===== config.mk =====
export PLATFORM = sky130hd
export DESIGN_NAME = fdc_top
export DESIGN_NICKNAME = d
export VERILOG_FILES = /design/src/rtl/fdc_dev_calc.v /design/src/rtl/fdc_msk_phase.v /design/src/rtl/fdc_top.v
export VERILOG_INCLUDE_DIRS = /design/src /design/src/rtl
export SDC_FILE = /design/constraint.sdc
export NUM_CORES = 1
export LEC_CHECK = 0
export CAP_MARGIN = 20
export CORE_MARGIN = 4
export CORE_UTILIZATION = 60
export CTS_CLUSTER_DIAMETER = 60
export DETAILED_ROUTE_END_ITERATION = 12
export DONT_BUFFER_PORTS = 1
export PLACE_DENSITY = 0.76
export SLEW_MARGIN = 10
export SYNTH_ARGS = -nofsm -noshare
export SYNTH_HDL_FRONTEND = slang
export SYNTH_SLANG_ARGS = --single-unit

===== constraint.sdc =====
create_clock -name clk -period 1.85 [get_ports clk]
set_input_delay 0.2775 -clock clk [delete_from_list [all_inputs] [get_ports clk]]
set_output_delay 0.2775 -clock clk [all_outputs]
set_load 0.005 [all_outputs]

===== src/rtl/fdc_consts.vh =====
// Constants for the frequency deviation configuration block.
// Assumes inclusion by bare name from every design file of the block.
//
// Summary of operation
// - In 2-FSK/GFSK transmit the deviation is fref/2^17 times (8 + mantissa) times 2^exponent.
// - In 2-FSK/GFSK transmit a zero shifts below the carrier and a one above it by the deviation.
// - In MSK transmit the mantissa picks a phase turn lasting (mantissa+1)/8 symbol, +90 for zero, -90 for one.
// - ASK transmit and MSK or ASK receive ignore the exponent and mantissa entirely.
// - In 2-FSK/GFSK receive the configured deviation is the deviation the demodulator expects.
`ifndef FDC_CONSTS_VH
`define FDC_CONSTS_VH

// ****************************************************************
// Register map
// ****************************************************************
`define FDC_ADDR_W 16
`define FDC_DEV_OFFSET 16'hDF11
`define FDC_STAT_OFFSET 16'hDF40
`define FDC_EXP_MSB 6
`define FDC_EXP_LSB 4
`define FDC_MANT_MSB 2
`define FDC_MANT_LSB 0
`define FDC_EXP_RESET 3'h4
`define FDC_MANT_RESET 3'h7
`define FDC_WRITE_MASK 8'h77

// ****************************************************************
// Modulation formats and scaling
// ****************************************************************
`define FDC_MOD_2FSK 3'h0
`define FDC_MOD_GFSK 3'h1
`define FDC_MOD_ASK 3'h3
`define FDC_MOD_MSK 3'h7
`define FDC_MANT_BIAS 4'h8
`define FDC_DEV_SHIFT 17
`define FDC_STEP_W 18
`define FDC_SYM_EIGHTHS 4'h8

`endif


===== src/rtl/fdc_dev_calc.v =====
// Deviation word calculator for 2-FSK and GFSK.
// Assumes the reference frequency is given as a step in units of fref/2^17 per symbol tick.
`include "fdc_consts.vh"

module fdc_dev_calc
#(
  parameter STEP_W = `FDC_STEP_W
)
(
  input wire [2:0] exponent,
  input wire [2:0] mantissa,
  output wire [STEP_W-1:0] dev_word
);

  wire [3:0] scaled_mant;

  // Deviation word in units of fref/2^17.
  assign scaled_mant = `FDC_MANT_BIAS + {1'b0, mantissa};
  assign dev_word = {{(STEP_W-4){1'b0}}, scaled_mant} << exponent;

endmodule // fdc_dev_calc


===== src/rtl/fdc_msk_phase.v =====
// MSK phase turn timer.
// Assumes sym_start pulses once per symbol and eighth_tick pulses eight times per symbol.
`include "fdc_consts.vh"

module fdc_msk_phase
(
  input wire clk,
  input wire resetn,
  input wire enable,
  input wire sym_start,
  input wire eighth_tick,
  input wire sym_bit,
  input wire [2:0] mantissa,
  output reg turning_reg,
  output reg turn_dir_reg
);

  reg [3:0] count_reg;
  reg [3:0] count_next;
  wire [3:0] length;

  // Turn lasts (mantissa + 1) eighths of a symbol.
  assign length = {1'b0, mantissa} + 4'h1;

  always @*
  begin
    count_next = count_reg;
    if (sym_start)
      count_next = 4'h0;
    else if (eighth_tick && count_reg < `FDC_SYM_EIGHTHS)
      count_next = count_reg + 4'h1;
  end

  always @(posedge clk or negedge resetn)
  begin
    if (!resetn)
    begin
      count_reg <= 4'h0;
      turning_reg <= 1'b0;
      turn_dir_reg <= 1'b0;
    end
    else
    begin
      count_reg <= count_next;
      turning_reg <= enable && (count_next < length);
      if (sym_start)
        turn_dir_reg <= sym_bit;
    end
  end

endmodule // fdc_msk_phase


===== src/rtl/fdc_top.v =====
// Frequency deviation setting register with its modulator and demodulator outputs.
// Assumes an Avalon-MM master with waitrequest and a datapath in the same clock domain.
//
// Local design decision: register access over Avalon-MM.
`include "fdc_consts.vh"

module fdc_top
#(
  parameter STEP_W = `FDC_STEP_W
)
(
  input wire clk,
  input wire resetn,
  input wire [`FDC_ADDR_W-1:0] avs_address,
  input wire avs_read,
  input wire avs_write,
  input wire [31:0] avs_writedata,
  input wire [3:0] avs_byteenable,
  output reg [31:0] avs_readdata,
  output reg avs_waitrequest,
  output reg [1:0] avs_response,
  input wire tx_active,
  input wire rx_active,
  input wire [2:0] mod_format,
  input wire sym_bit,
  input wire sym_start,
  input wire eighth_tick,
  output reg [STEP_W-1:0] tx_freq_offset,
  output reg tx_freq_negative,
  output reg tx_freq_valid,
  output reg msk_turning,
  output reg msk_turn_negative,
  output reg [STEP_W-1:0] rx_expected_dev,
  output reg rx_dev_valid
);

  // ****************************************************************
  // Register storage and bus access
  // ****************************************************************
  reg [2:0] exp_reg;
  reg [2:0] mant_reg;
  reg ack_reg;
  wire [7:0] dev_value;
  wire hit_dev;
  wire hit_stat;
  wire req;
  wire [STEP_W-1:0] dev_word;
  wire fsk_fmt;
  wire msk_fmt;
  wire msk_turning_w;
  wire msk_dir_w;
  wire [7:0] status_value;

  function is_fsk;
    input [2:0] fmt;
    begin
      is_fsk = (fmt == `FDC_MOD_2FSK) || (fmt == `FDC_MOD_GFSK);
    end
  endfunction

  assign dev_value = {1'b0, exp_reg, 1'b0, mant_reg};
  assign hit_dev = (avs_address == `FDC_DEV_OFFSET);
  assign hit_stat = (avs_address == `FDC_STAT_OFFSET);
  assign req = (avs_read || avs_write) && !ack_reg;
  assign fsk_fmt = is_fsk(mod_format);
  assign msk_fmt = (mod_format == `FDC_MOD_MSK);
  assign status_value = {3'h0, msk_turning, tx_freq_negative, rx_dev_valid, tx_freq_valid, msk_fmt};

  // Every access is answered one cycle after it is presented.
  always @(posedge clk or negedge resetn)
  begin
    if (!resetn)
    begin
      exp_reg <= `FDC_EXP_RESET;
      mant_reg <= `FDC_MANT_RESET;
      ack_reg <= 1'b0;
      avs_waitrequest <= 1'b1;
      avs_readdata <= 32'h00000000;
      avs_response <= 2'h0;
    end
    else
    begin
      ack_reg <= req;
      avs_waitrequest <= !req;
      if (req)
      begin
        avs_response <= (hit_dev || hit_stat) ? 2'h0 : 2'h2;
        if (avs_read)
        begin
          if (hit_dev)
            avs_readdata <= {24'h000000, dev_value};
          else if (hit_stat)
            avs_readdata <= {24'h000000, status_value};
          else
            avs_readdata <= 32'h00000000;
        end
        if (avs_write && hit_dev && avs_byteenable[0])
        begin
          exp_reg <= avs_writedata[`FDC_EXP_MSB:`FDC_EXP_LSB];
          mant_reg <= avs_writedata[`FDC_MANT_MSB:`FDC_MANT_LSB];
        end
      end
    end
  end

  // ****************************************************************
  // Datapath outputs
  // ****************************************************************
  fdc_dev_calc #(
    .STEP_W(STEP_W)
  ) u_calc (
    .exponent(exp_reg),
    .mantissa(mant_reg),
    .dev_word(dev_word)
  );

  fdc_msk_phase u_msk (
    .clk(clk),
    .resetn(resetn),
    .enable(tx_active && msk_fmt),
    .sym_start(sym_start),
    .eighth_tick(eighth_tick),
    .sym_bit(sym_bit),
    .mantissa(mant_reg),
    .turning_reg(msk_turning_w),
    .turn_dir_reg(msk_dir_w)
  );

  // Fields reach the datapath only in the formats that use them; elsewhere outputs rest at zero.
  always @(posedge clk or negedge resetn)
  begin
    if (!resetn)
    begin
      tx_freq_offset <= {STEP_W{1'b0}};
      tx_freq_negative <= 1'b0;
      tx_freq_valid <= 1'b0;
      msk_turning <= 1'b0;
      msk_turn_negative <= 1'b0;
      rx_expected_dev <= {STEP_W{1'b0}};
      rx_dev_valid <= 1'b0;
    end
    else
    begin
      tx_freq_valid <= tx_active && fsk_fmt;
      tx_freq_offset <= (tx_active && fsk_fmt) ? dev_word : {STEP_W{1'b0}};
      tx_freq_negative <= tx_active && fsk_fmt && !sym_bit;
      msk_turning <= msk_turning_w && tx_active && msk_fmt;
      msk_turn_negative <= msk_turning_w && msk_dir_w && tx_active && msk_fmt;
      rx_dev_valid <= rx_active && fsk_fmt;
      rx_expected_dev <= (rx_active && fsk_fmt) ? dev_word : {STEP_W{1'b0}};
    end
  end

endmodule // fdc_top


==> flow_summary.ini <==
[status]
status = finished clean

[pwr]
power_density_nw_per_um2 = 778
pwr-share-seq = 0.599
p_leak_uw = 0.00118
peakVddDrop_v = 0.000282
clkPwrFrac = 0.342
netSwitchingFraction = 0.225
p_int_uw = 1430
pwr-share-comb = 0.060
power.net_switching_uw = 416

[timing]
fin_hold_ws_ns = 0.0324
period_share = 0.939
fin_setup_tns_ns = 0
grt_setup_unrepaired = false
slew_violations = 0
clock.fmax_mhz = 576
finClkSkew_ns = 0.00545
fin_crit_ns = 1.74
setup_viol = 0
hold_viol = 0

[worst_setup_path]
critPathKind = reg2reg
rr_worst_depth = 7
cp.required_ns = 2.07
timing.rr.start = u_msk.count_reg[1]
ff2ff_setup_slack_ns = 0.11
crit_fanout = 3
cpPeakStageDelay_ns = 0.42
crit_start = u_msk.count_reg[1]
crit_path_end_kind = flip-flop
crit_chain = ha_1, mux2i_1, nor2_1, ha_1, o21ai_0, a31oi_1, o22ai_1
critPathLaunchType = flip-flop
cp_slowest_cell = dfrtp_1
arrival_ns = 1.96
reg2reg_to = u_msk.turning_reg
cpMostUsedCell = ha_1

[clock_network]
cts_tree = done
cts_made_buffers = 5
clockRootBuffer = clkbuf_8
clk_latency_ns = 0.30
path_clk_slew_ns = 0.08
cts_sinks = 49
cts_htree_levels = 2
cts_buffer_depth = 2

[worst_hold_path]
min_path_type = in2reg
hold-path-endpoint = tx_freq_negative
holdPathStages = 1
holdCritStartpoint = sym_bit

[die]
io_pins = 140
dieArea_sq_um = 4980
core_area_sq_um = 3720
row_count = 22
die_width_um = 70.6
start_util = 0.633
die_h_um = 70.6

[global_routing]
grt_max_degree = 50
grt_first_pass_wirelength_mm = 7.37
grt_antenna_before_repair = 0
busiest_layer = met2
use_met3 = 0.0625
grt_util_met2 = 0.341
track_usage = 0.191
met1_usage = 0.199
grt_pass1_vias = 1453
grt_overflow = 0

[drt]
vias = 1426
drc = 0
wl_mm = 4.78
routedWlPerCell_um = 18.2
drt_pre_antenna_iters = 4
drt-vias-per-instance = 5.42
drtIter0Drc = 92
final_antenna_net_count = 0

[placed_design]
portBuffers = 0
dp.cells = 252
dp_hpwl_mm = 3.44
finalWeightedCongestion = 0.720

[logic_synthesis]
netlist_area_sq_um = 2350
synth_warnings = 0
ys_seq_area_frac = 0.524
synth_seq_cells = 49
syn_inst = 210
netlist-cell-type-count = 40
avgSynthCellArea_sq_um = 11.2

[final_layout]
reg_top3 = rx_expected_dev: 11 flops, tx_freq_offset: 11 flops, avs_readdata: 7 flops
fin_cells = 263
fin_nets = 283
drive_gt1_frac = 0.135
antenna_cells = 0
fillers = 270
area_growth_pct = 1.06

[run]
max_cap_violations = 0
synth_stat cells:
master | count | area, sq um
a21oi_1 | 1 | 5.00
a221o_1 | 4 | 40.0
a22o_1 | 3 | 26.3
a31oi_1 | 2 | 12.5
a41oi_1 | 1 | 8.76
and2_1 | 5 | 31.3
and2b_1 | 1 | 7.51
and3_1 | 4 | 25.0
and4_1 | 1 | 8.76
and4bb_1 | 1 | 12.5
buf_4 | 40 | 300
buf_6 | 1 | 11.3
clkbuf_1 | 6 | 22.5
conb_1 | 1 | 3.75
dfrtp_1 | 44 | 1100
dfstp_2 | 5 | 131
ha_1 | 5 | 62.6
inv_1 | 5 | 18.8
mux2_2 | 3 | 33.8
mux2_4 | 6 | 90.1
mux2i_1 | 4 | 40.0
nand2_1 | 9 | 33.8
nand2b_1 | 3 | 18.8
nand3_1 | 3 | 15.0
nand3b_1 | 4 | 30.0
nand4_2 | 1 | 12.5
nor2_1 | 20 | 75.1
nor2b_1 | 2 | 12.5
nor3_1 | 9 | 45.0
nor3_4 | 1 | 16.3
nor4_1 | 2 | 12.5
o21a_1 | 1 | 7.51
o21ai_0 | 4 | 20.0
o21bai_1 | 1 | 7.51
o22ai_1 | 1 | 6.26
or2_2 | 1 | 6.26
or3_1 | 2 | 12.5
or3b_2 | 1 | 8.76
xnor2_1 | 1 | 8.76
xor2_1 | 1 | 8.76
kinds of logic after synthesis:
kind of cell               after synthesis  synth area share
other                                    1           0.00160
adders and majority gates                5            0.0266
DFF                                     49             0.524
xor gates and xnor gates                 2           0.00745
and+or+nand+nor                         70             0.163
buffers and inverters                   52             0.150
muxes                                   13            0.0697
AOI/OAI and AO/OA                       18            0.0570
critical path, delay by kind of cell (launching register included):
kind | cells | cell delay, ns
AO/OA/AOI/OAI | 3 | 0.40
AND/OR/NAND/NOR | 1 | 0.08
flip-flops | 1 | 0.42
multiplexers | 1 | 0.16
adder cells (fa/ha/maj) | 2 | 0.61
cell type report:
cell class | instances | area [sq um] | area share
inverters | 5 | 18.8 | 0.00790
well taps | 48 | 60.1 | 0.0253
clock buffers | 8 | 90.1 | 0.0379
multi-input cells | 148 | 915 | 0.385
repair buffers | 5 | 60.1 | 0.0253
flip-flops and latches | 49 | 1230 | 0.519
cell usage in the layout, fill, tap and decap left out, types with 2 or more instances in the layout:
cell,instances
mux2_2,3
clkbuf_1,2
ha_1,5
conb_1,40
nor2_1,20
nand2_1,9
inv_1,5
clkbuf_8,6
and3_1,4
dfstp_2,5
mux2_4,6
a22o_1,3
a221o_1,4
nand3_1,3
nand3b_1,4
and2_1,5
nand2b_1,3
a31oi_1,2
or3_1,2
nor4_1,2
nor3_1,9
mux2i_1,4
buf_4,3
dfrtp_1,44
o21ai_0,4
metal layers:
metal,part of all wire,vias up
met4,0.028,0
met2,0.54,78
met5,0,-
met3,0.098,14
met1,0.33,698
li1,-,636
repair_timing:
item                                    CTS  global route
gates resized for setup                   0             1
endpoints found under the setup margin    0             1
buffers inserted                          0             1
hold buffers                              2             0
endpoints found under the hold margin    49             0
worst max-delay path by stage:
stage / to / slack, ns / depth (start not counted)
detailed placement: u_msk.turning_reg / 0.07 / 8
finish: u_msk.turning_reg / 0.11 / 7
global placement: exp_reg[1] / 0.14 / 4
floorplan: exp_reg[0] / 0.28 / 5
CTS: u_msk.turning_reg / 0.06 / 8
global route: u_msk.turning_reg / 0.0003 / 7
through the flow:
step           power, uW  instance area [sq um]  worst slack, ns   util
2_1_floorplan       1250                   2500            0.277      -
3_3_place_gp        1190                   2240            0.141  0.602
3_5_place_dp        1200                   2240           0.0700  0.602
4_1_cts             1840                   2370           0.0595  0.637
5_1_grt             1920                   2380         0.000282  0.639
6_report            1850                   2380            0.114  0.639
power by group through the flow:
| stage | Combinational (uW) | Sequential, uW | Clock (uW) |
|---|---|---|---|
| 3_3_place_gp | 69.2 | 1120 | 0 |
| 4_1_cts | 106 | 1110 | 631 |
| 6_report | 110 | 1110 | 631 |
| 3_5_place_dp | 76.0 | 1130 | 0 |
| 2_1_floorplan | 126 | 1120 | 0 |
| 5_1_grt | 127 | 1110 | 683 |
(Power assumes the default switching activity.)
